### config.mk
export PLATFORM = sky130hd
export DESIGN_NAME = adcpd_serial_out
export DESIGN_NICKNAME = d
export VERILOG_FILES = /design/src/adcpd_serial_out.v /design/src/adcpd_buffer.v
export VERILOG_INCLUDE_DIRS = /design/src
export SDC_FILE = /design/constraint.sdc
export NUM_CORES = 1
export LEC_CHECK = 0
export ABC_AREA = 1
export BUFFER_PORTS_ARGS = -buffer_cell sky130_fd_sc_hd__buf_2
export CORE_ASPECT_RATIO = 0.7
export CORE_MARGIN = 2
export CORE_UTILIZATION = 43
export CTS_BUF_LIST = sky130_fd_sc_hd__clkbuf_8
export DETAILED_ROUTE_END_ITERATION = 8
export PLACE_DENSITY = 0.6
export SETUP_SLACK_MARGIN = 0.1
export SLEW_MARGIN = 5
export SYNTH_ARGS = -nofsm -noshare
export SYNTH_HDL_FRONTEND = slang
export SYNTH_HIERARCHICAL = 1
export SYNTH_SLANG_ARGS = --single-unit
### constraint.sdc
create_clock -name clk_sys -period 5.3 [get_ports clk_sys]
set_input_delay 0 -clock clk_sys [delete_from_list [all_inputs] [get_ports clk_sys]]
set_output_delay 0 -clock clk_sys [all_outputs]
set_load 0.02 [all_outputs]
### src/adcpd_regs.vh
/*
 * constants for the converter power-down and serial output block:
 * register offsets, reset values, word layout and lane counts.
 * assumes it is included by bare name from the block's design files.
 */
`ifndef ADCPD_REGS_VH
`define ADCPD_REGS_VH

// register map
`define ADCPD_DRIVE_OFFSET      8'h15
`define ADCPD_DRIVE_RESET       8'h00
`define ADCPD_REG_WIDTH         8

// sample word and lane layout
`define ADCPD_WORD_BITS         12
`define ADCPD_LANES             8
`define ADCPD_FRAME_HIGH_BITS   4'h6
`define ADCPD_LAST_BIT          4'hB
`define ADCPD_CNT_WIDTH         4

// output coding anchors, offset binary view
`define ADCPD_CODE_MID          12'h800

`endif

### src/adcpd_serial_out.v
/*
 * power-down control and per-channel DDR serial output of an
 * eight-channel 12-bit converter.
 * assumes converter words arrive on clk_sys in offset binary, already
 * clamped at the rails by the core; the bit clock comes from outside
 * the clk_sys domain and is sampled here, both edges used.
 */
`include "adcpd_regs.vh"

module adcpd_serial_out #(
    parameter LANES     = `ADCPD_LANES,
    parameter WORD_BITS = `ADCPD_WORD_BITS
) (
    // clock and reset
    input  wire                       clk_sys,
    input  wire                       reset_n,
    // power control
    input  wire                       power_down_input,
    input  wire                       sw_power_down,
    input  wire                       sw_standby,
    output reg                        reference_enable,
    output reg                        converter_enable,
    output wire [2:0]                 power_state,
    // output format control
    input  wire                       reduced_swing_select,
    input  wire                       offset_binary_select,
    output reg                        reduced_swing,
    // drive strength register port
    input  wire [7:0]                 cfg_addr,
    input  wire                       cfg_write,
    input  wire [`ADCPD_REG_WIDTH-1:0] cfg_wdata,
    output reg  [`ADCPD_REG_WIDTH-1:0] cfg_rdata,
    output reg  [`ADCPD_REG_WIDTH-1:0] drive_boost,
    // converter samples, one word per channel
    input  wire                       sample_valid,
    output wire                       sample_ready,
    input  wire [LANES*WORD_BITS-1:0] sample_data,
    // link bit clock from outside
    input  wire                       lane_clk,
    // serial outputs
    output wire [LANES-1:0]           lane_data,
    output reg                        data_clk_out,
    output reg                        frame_clk_out,
    output reg                        output_enable
);

    // one-hot power states
    localparam [2:0] ST_RUN     = 3'h1;
    localparam [2:0] ST_STANDBY = 3'h2;
    localparam [2:0] ST_DOWN    = 3'h4;

    reg  [2:0]                 state;        // current power state
    reg  [2:0]                 next_state;   // state for next edge
    reg                        pd_s1;        // pin sync, first stage
    reg                        pd_s2;        // pin sync, second stage
    reg                        lclk_s1;      // bit clock sync, first stage
    reg                        lclk_s2;      // bit clock sync, second stage
    reg                        lclk_d;       // previous synced bit clock
    reg  [`ADCPD_CNT_WIDTH-1:0] bit_cnt;     // bit position in word
    wire                       lclk_edge;    // either edge of bit clock
    wire                       running;      // conversion active
    wire                       word_start;   // first bit of a word
    wire                       buf_valid;    // buffer has a word
    wire                       buf_take;     // serializer takes word
    wire [LANES*WORD_BITS-1:0] buf_data;     // word at buffer head

    assign power_state = state;
    assign running     = (state == ST_RUN);
    assign lclk_edge   = lclk_s2 ^ lclk_d;
    assign word_start  = (bit_cnt == {`ADCPD_CNT_WIDTH{1'b0}});
    assign buf_take    = running && lclk_edge && word_start;

    // two-flop synchronisers for pin and bit clock
    // lclk_d is a third stage, read only by the edge detector
    always @(posedge clk_sys or negedge reset_n) begin
        if (!reset_n) begin
            pd_s1   <= 1'b0;
            pd_s2   <= 1'b0;
            lclk_s1 <= 1'b0;
            lclk_s2 <= 1'b0;
            lclk_d  <= 1'b0;
        end else begin
            pd_s1   <= power_down_input;
            pd_s2   <= pd_s1;
            lclk_s1 <= lane_clk;
            lclk_s2 <= lclk_s1;
            lclk_d  <= lclk_s2;
        end
    end

    // power state selection
    // down wins over standby; the pin is only seen once synced,
    // so a software request acts two edges sooner than the pin
    always @* begin
        next_state = state;
        case (state)
            ST_RUN, ST_STANDBY, ST_DOWN: begin
                if (pd_s2 || sw_power_down) begin
                    next_state = ST_DOWN;
                end else if (sw_standby) begin
                    next_state = ST_STANDBY;
                end else begin
                    next_state = ST_RUN;
                end
            end
            default: begin
                next_state = ST_DOWN;
            end
        endcase
    end

    // power state register and analog enables
    always @(posedge clk_sys or negedge reset_n) begin
        if (!reset_n) begin
            state            <= ST_RUN;
            reference_enable <= 1'b1;
            converter_enable <= 1'b1;
            output_enable    <= 1'b1;
        end else begin
            state            <= next_state;
            // standby keeps the reference alive for fast wake-up
            reference_enable <= (next_state != ST_DOWN);
            converter_enable <= (next_state == ST_RUN);
            // drivers released whenever not converting
            output_enable    <= (next_state == ST_RUN);
        end
    end

    // swing select and drive strength register
    always @(posedge clk_sys or negedge reset_n) begin
        if (!reset_n) begin
            reduced_swing <= 1'b0;
            drive_boost   <= `ADCPD_DRIVE_RESET;
            cfg_rdata     <= {`ADCPD_REG_WIDTH{1'b0}};
        end else begin
            // standard swing until software asks otherwise
            reduced_swing <= reduced_swing_select;
            if (cfg_write && (cfg_addr == `ADCPD_DRIVE_OFFSET)) begin
                drive_boost <= cfg_wdata;
            end
            // unmapped offsets read as zero
            if (cfg_addr == `ADCPD_DRIVE_OFFSET) begin
                cfg_rdata <= drive_boost;
            end else begin
                cfg_rdata <= {`ADCPD_REG_WIDTH{1'b0}};
            end
        end
    end

    // holds up to two sample sets while the serializer is busy
    // the serializer pops only at a word boundary
    adcpd_buffer #(
        .WIDTH(LANES*WORD_BITS)
    ) u_buffer (
        .clk_sys  (clk_sys),
        .reset_n  (reset_n),
        .in_valid (sample_valid),
        .in_ready (sample_ready),
        .in_data  (sample_data),
        .out_valid(buf_valid),
        .out_ready(buf_take),
        .out_data (buf_data)
    );

    // bit counter, data clock and frame clock
    always @(posedge clk_sys or negedge reset_n) begin
        if (!reset_n) begin
            bit_cnt       <= {`ADCPD_CNT_WIDTH{1'b0}};
            data_clk_out  <= 1'b0;
            frame_clk_out <= 1'b0;
        end else if (!running) begin
            // idle framing while not converting
            bit_cnt       <= {`ADCPD_CNT_WIDTH{1'b0}};
            data_clk_out  <= 1'b0;
            frame_clk_out <= 1'b0;
        end else if (lclk_edge) begin
            // one bit per bit clock edge, DDR
            if (bit_cnt == `ADCPD_LAST_BIT) begin
                bit_cnt <= {`ADCPD_CNT_WIDTH{1'b0}};
            end else begin
                bit_cnt <= bit_cnt + 4'h1;
            end
            // toggle rather than copy the synced bit clock, so the
            // first bit after a wake-up also carries a clock edge
            data_clk_out  <= ~data_clk_out;
            // frame high for first half of each word
            frame_clk_out <= (bit_cnt < `ADCPD_FRAME_HIGH_BITS);
        end
    end

    // per-lane coding and shift register
    genvar i;
    generate
        for (i = 0; i < LANES; i = i + 1) begin : g_lane
            wire [WORD_BITS-1:0] raw;    // core code, offset binary
            wire [WORD_BITS-1:0] coded;  // code in selected format
            reg  [WORD_BITS-1:0] shift;  // bits still to send

            // an empty buffer sends the zero-input code
            assign raw = buf_valid ? buf_data[i*WORD_BITS +: WORD_BITS]
                                   : `ADCPD_CODE_MID;
            // offset binary passes through; two's complement flips msb
            assign coded = offset_binary_select ? raw
                         : {~raw[WORD_BITS-1], raw[WORD_BITS-2:0]};
            assign lane_data[i] = shift[WORD_BITS-1];

            // load at word start, shift msb first on each edge
            always @(posedge clk_sys or negedge reset_n) begin
                if (!reset_n) begin
                    shift <= {WORD_BITS{1'b0}};
                end else if (!running) begin
                    shift <= {WORD_BITS{1'b0}};
                end else if (lclk_edge) begin
                    if (word_start) begin
                        shift <= coded;
                    end else begin
                        shift <= {shift[WORD_BITS-2:0], 1'b0};
                    end
                end
            end
        end
    endgenerate

endmodule

### src/adcpd_buffer.v
/*
 * two-entry buffer with valid and ready on both sides.
 * assumes both sides run on clk_sys; a stall on the drain side
 * fills it and then drops in_ready toward the source.
 */
module adcpd_buffer #(
    parameter WIDTH = 96
) (
    // clock and reset
    input  wire             clk_sys,
    input  wire             reset_n,
    // filling side
    input  wire             in_valid,
    output wire             in_ready,
    input  wire [WIDTH-1:0] in_data,
    // draining side
    output wire             out_valid,
    input  wire             out_ready,
    output wire [WIDTH-1:0] out_data
);

    reg [WIDTH-1:0] store [0:1];  // the two entries
    reg             wr_ptr;       // next entry to fill
    reg             rd_ptr;       // next entry to drain
    reg [1:0]       fill;         // words held, 0..2

    wire push = in_valid && in_ready;   // word accepted
    wire pop  = out_valid && out_ready; // word handed on

    // honest full and empty flags
    assign in_ready  = (fill != 2'h2);
    assign out_valid = (fill != 2'h0);
    assign out_data  = store[rd_ptr];

    // entry storage, no reset needed on data
    always @(posedge clk_sys) begin
        if (push) begin
            store[wr_ptr] <= in_data;
        end
    end

    // pointers and fill level
    always @(posedge clk_sys or negedge reset_n) begin
        if (!reset_n) begin
            wr_ptr <= 1'b0;
            rd_ptr <= 1'b0;
            fill   <= 2'h0;
        end else begin
            if (push) begin
                wr_ptr <= ~wr_ptr;
            end
            if (pop) begin
                rd_ptr <= ~rd_ptr;
            end
            // level moves only when one side acts alone
            if (push && !pop) begin
                fill <= fill + 2'h1;
            end else if (pop && !push) begin
                fill <= fill - 2'h1;
            end
        end
    end

endmodule

* Yosys cells after proc, flatten, opt, wreduce, memory -nomap -nowiden *
Memory sizes are Yosys's and may differ from the RTL's.
Index checks and enable logic that the tools add are counted.

word-level totals
  register bits after elaboration = 133
  bits in writable memories = 192
  bits of input ports = 122
  memories = 1

cells by class
  add/sub/neg operators = 3
  order comparisons = 1
  equal/unequal tests = 9
  muxes and demuxes = 55
  bitwise operators = 12
  reductions and logical operators = 14

memories
  name            words  width  read ports  clocked after Yosys merged registers in  wr ports  RTL line           RTL
  u_buffer.store  2      96     1           0                                        1         adcpd_buffer.v:22  reg [WIDTH-1:0] store [0:1];

operator list
  operator                                                                       count
  12-bit two-way mux                                                             40
  4-bit two-way mux                                                              3
  1-bit NOT                                                                      11
  8-bit by 5-bit == test with 1-bit output (second input constant)               1
  8-bit two-way mux                                                              1
  1-bit logical AND                                                              7
  3-bit by 1-bit == test with 1-bit output (second input constant)               2
  1-bit two-way mux                                                              6
  2-bit two-way mux                                                              3
  3-bit two-way mux                                                              2
  4-bit by 1-bit adder with 4-bit output (second input constant)                 1
  4-bit == test (second input constant)                                          1
  4-bit zero test                                                                1
  4-bit by 3-bit less-than comparator with 1-bit output (second input constant)  1
  2-bit inequality test (second input constant)                                  2
  2-bit nonzero test                                                             2
  3-bit by 2-bit == test with 1-bit output (second input constant)               1
  3-bit == test (second input constant)                                          1
  3-bit inequality test (second input constant)                                  1
  3-bit OR reduction                                                             1
  2-bit by 1-bit adder with 2-bit output (second input constant)                 1
  1-bit zero test                                                                2
  2-bit by 1-bit subtractor with 2-bit output (second input constant)            1
  1-bit logical OR                                                               1
  1-bit bitwise XOR                                                              1

* Depth between registers and ports, before layout *
  depth in word-level cells = 7
  mapped depth = 13

* Hierarchy *
Netlist, hierarchy kept.

modules (own cells, without submodules)
  module            times used  cells an instance  area an instance (um2)  seq. area each (um2)
  adcpd_buffer      1           530                7209.4                  5865.6
  adcpd_serial_out  1           976                6791.5                  3231.8

* Worst setup path after synthesis *
OpenSTA, ideal clock, no wires.

  path type = flip-flop to flip-flop
  from = reg u_buffer.fill[0]
  to = mem u_buffer.store[0][0], enable pin
  arrival = 4762 ps
  required time = 4748 ps
  path slack = -14 ps
  cell stages (with the launch flop) = 5
  path buffers = 0
  period minus slack after synthesis = 5314 ps
  cells stage by stage = dfrtp_1 -> inv_1 -> nand2_1 -> nand2_1 -> nor2_1

between the ends
  word-level cells in the longest chain between the ends = 4

ends and longest elaborated chain
  item                                     RTL line               RTL
  start, declared                          adcpd_buffer.v:25      reg [1:0] fill;
  start signal, assigned                   adcpd_buffer.v:57      fill <= fill + 2'h1;
  start signal, assigned                   adcpd_buffer.v:59      fill <= fill - 2'h1;
  2-bit inequality test                    adcpd_buffer.v:31      assign in_ready = (fill != 2'h2);
  net sample_ready                         adcpd_serial_out.v:36  output wire sample_ready,
  1-bit logical AND                        adcpd_buffer.v:27      wire push = in_valid && in_ready;
  1-bit two-way mux                        adcpd_buffer.v:37      if (push) begin
  1-bit two-way mux (not written as such)  adcpd_buffer.v:38      store[wr_ptr] <= in_data;
  end, declared                            adcpd_buffer.v:22

The timed path passes the listed nets, and every way through them passes these cells.

* Worst setup path after layout *
  from = reg bit_cnt[0]
  to = reg g_lane[2].shift[11]

between the ends
  word-level cells in the longest chain between the ends = 4

ends and longest elaborated chain
  item                    RTL line                RTL
  start, declared         adcpd_serial_out.v:59   reg [`ADCPD_CNT_WIDTH-1:0] bit_cnt;
  start signal, assigned  adcpd_serial_out.v:168  bit_cnt <= {`ADCPD_CNT_WIDTH{1'b0}};
  start signal, assigned  adcpd_serial_out.v:173  bit_cnt <= {`ADCPD_CNT_WIDTH{1'b0}};
  start signal, assigned  adcpd_serial_out.v:179  bit_cnt <= {`ADCPD_CNT_WIDTH{1'b0}};
  4-bit zero test         adcpd_serial_out.v:70   assign word_start = (bit_cnt == {`ADCPD_CNT_WIDTH{1'b0}});
  12-bit two-way mux      adcpd_serial_out.v:214  if (word_start) begin
  12-bit two-way mux      adcpd_serial_out.v:213  end else if (lclk_edge) begin
  12-bit two-way mux      adcpd_serial_out.v:211  end else if (!running) begin
  end signal, assigned    adcpd_serial_out.v:210  shift <= {WORD_BITS{1'b0}};
  end signal, assigned    adcpd_serial_out.v:212  shift <= {WORD_BITS{1'b0}};
  end signal, assigned    adcpd_serial_out.v:215  shift <= coded;
  end, declared           adcpd_serial_out.v:197  reg [WORD_BITS-1:0] shift;

No other way between the ends. The select of a mux whose other input is x is not followed.
A chain may end at the register's enable or synchronous reset.

==> flow_summary.json <==
{
  "status": "finished, final reports clean",
  "arrival_ps": 3100,
  "ys_ff_latch": 325,
  "drv_slew": 0,
  "drt_iter0_markers": 673,
  "synthDistinctLibCells": 23,
  "drive_gt1_frac": 0.138,
  "top_layer_used": "met5",
  "reg2reg_from": "bit_cnt[0]",
  "clock-sinks": 325,
  "dp_cells": 2017,
  "synth_top_cell_area_share": 0.412,
  "wl_met1_um": 15700,
  "hold_violations": 0,
  "cpPeakStageDelay_ps": 810,
  "max_cap_viol_count": 0,
  "p_switching_mw": 2.15,
  "critPathMaxFanout": 45,
  "start_util": 0.435,
  "cp-startpoint": "bit_cnt[0]",
  "vdd_drop_max_v": 0.000218,
  "netSwitchingFraction": 0.318,
  "dr_total_vias": 10400,
  "p_clk_frac": 0.295,
  "routedWlPerCell_um": 14.4,
  "post_cts_resized": 0,
  "rows": 55,
  "crit_required_ps": 5760,
  "syn_to_final_growth_pct": 22.2,
  "p_leak_nw": 8.17,
  "antenna_found_initial": 1,
  "cts_buffers": 50,
  "final_area_um2": 17100,
  "max_slew.worst_pin.slew_ps": 1040,
  "drc": 0,
  "grt_pass1_wl_um": 52000,
  "clock.fmax_ghz": 0.380,
  "hold_ws_ps": 55.9,
  "first_pass_iters": 5,
  "cts_max_level": 2,
  "crit_chain": "inv_1, ha_1, inv_1, nor2_4, buf_4, nand3_1, nand3_1, nand2_1",
  "die_w_um": 220,
  "syn-num-nets": 1631,
  "p_int_mw": 4.60,
  "postRouteAntennaNets": 0,
  "cts.clk_slew.worst_paths_ps": 60,
  "timing.final.crit_period_ps": 2630,
  "cp-start-kind": "register",
  "grt_max_degree": 97,
  "cts-root-buf": "clkbuf_8",
  "cts_tree": "done",
  "core_um2": 32200,
  "track_usage": 0.193,
  "detail_route.wirelength_um": 32200,
  "netlist_instances": 1506,
  "rsz0062_at_grt": "no",
  "wl_met3_um": 1510,
  "yosys_warnings": 6,
  "routed_via_density": 4.63,
  "combPwrFrac": 0.226,
  "avgSynthCellArea_um2": 9.30,
  "yosysTopAreaCell": "edfxtp_1",
  "min-delay-start": "cfg_addr[3]",
  "criticalPathCategory": "reg -> reg",
  "final-setup-viol-count": 0,
  "synth_area_um2": 14000,
  "postCtsSetupBuffers": 0,
  "grt_pass1_vias": 10100,
  "power_density_nw_per_um2": 395,
  "ys_seq_area_frac": 0.650,
  "period_share": 0.497,
  "io_pins": 156,
  "endpoint_kind": "register",
  "nets": 1890,
  "dp_hpwl_um": 18300,
  "routabilityCongestion": 0.757,
  "final_cells": 2235,
  "die_area_um2": 34000,
  "port_buffers": 155,
  "p_seq_frac": 0.478,
  "die_height_um": 155,
  "yosys-top-cells-area": "edfxtp_1 41%, dfrtp_1 23%, nand2_1 21%",
  "slew_headroom": 0.303,
  "overflow": 0,
  "clock_latency_ps": 580,
  "wl_met2_um": 14300,
  "dpl_cell_area_um2": 14900,
  "clock_path_buffers": 3,
  "crit_slowest_cell": "nor2_4",
  "min_path_type": "in -> reg",
  "fin_worst_skew_ps": 16.9
}
-- cell usage after synthesis (all sizes together) --
master,n
nand3,130
nor2,32
o21ai,15
edfxtp,192
xor2,1
nand2,785
dfstp,3
buf,69
clkinv,1
nand4,2
ha,3
clkbuf,14
inv,128
dfrtp,130
xnor2,1
-- repair_timing --
item / in CTS / in global routing
setup endpoints to repair: 0 / 0
hold buffers: 123 / 0
hold endpoints to repair: 280 / 0
-- kinds of logic (layout without fill, tap and decap cells) --
family,Yosys count,count (layout),synth area share
XOR/XNOR,2,2,0.00125
flip-flops,325,325,0.650
AO/OA/AOI/OAI,15,15,0.00536
adder cells (fa/ha/maj),3,3,0.00268
buffers and inverters,212,513,0.0726
other,0,1,0
AND/OR/NAND/NOR,949,949,0.268
-- power groups by stage --
stage	Combinational, mW	Sequential (mW)	Clock, mW
3_3_place_gp	1.48	3.27	0
2_1_floorplan	1.07	3.29	0
5_1_grt	1.77	3.26	2.17
3_5_place_dp	1.48	3.28	0
4_1_cts	1.55	3.23	2.05
6_report	1.53	3.23	1.99
-- state kept, by name, indices dropped and copies added (netlist names), 2 cells and up --
name,count
drive_boost,8
bit_cnt,4
cfg_rdata,8
g_lane.shift,96
u_buffer/fill,2
u_buffer/store,192
power_state,3
-- stage by stage --
step	setup slack [ps]	total power [mW]	setup TNS, ps	util
final	2670	6.75	0	0.531
after global routing	2450	7.20	0	0.531
after CTS	2640	6.84	0	0.531
after detailed placement	2630	4.76	0	0.463
after global placement	2680	4.75	0	0.463
after floorplan	-14.1	4.37	-2710	-
-- metal layers --
metal	track usage	up-vias
met5	0	-
met4	0.0524	2
met3	0.0362	52
met2	0.297	229
met1	0.283	4840
li1	-	5232
-- worst max-delay path, delay by kind of cell, from the launching register on --
kind,cells,cell delay [ps]
buf+inv,3,760
simple gates,4,1110
fa+ha+maj,1,220
flops,1,400
-- cells in the final DEF, fill, tap and decap left out, types with 2 or more instances in the layout --
master and count:
clkbuf_8 57, nor2_4 4, dlygate4sd3_1 123, buf_4 12, ha_1 3, inv_4 2
dfstp_2 3, nand3_1 129, buf_2 154, nand4_1 2, o21ai_0 15, nor2_1 26
edfxtp_1 192, clkinv_1 5, dfrtp_1 129, clkinv_2 8, nand2_1 783, inv_2 2
nor2_2 2, inv_1 148
-- path summary, 6_finish.rpt --
path                                             to  slack [ps]  depth (start not counted)
max in group asynchronous           u_buffer/rd_ptr        3350                          4
worst min register to register                pd_s2         360                          0
worst max-delay path            g_lane[2].shift[11]        2670                          8
worst max register to register  g_lane[2].shift[11]        2670                          8
min in group asynchronous        g_lane[0].shift[5]         500                          3
worst min-delay path                 drive_boost[7]          60                          7
-- area by class of cell --
| cell class | count | area, µm² |
|---|---|---|
| multi-input cells | 969 | 3920 |
| inverters | 129 | 490 |
| flip-flops and latches | 325 | 9100 |
| fillers | 2977 | 15100 |
| repair buffers | 290 | 2100 |
| diodes | 1 | 2.50 |
| clock inverters | 37 | 174 |
| clock buffers | 57 | 785 |
| well taps | 427 | 534 |
(Power assumes the default switching activity.)
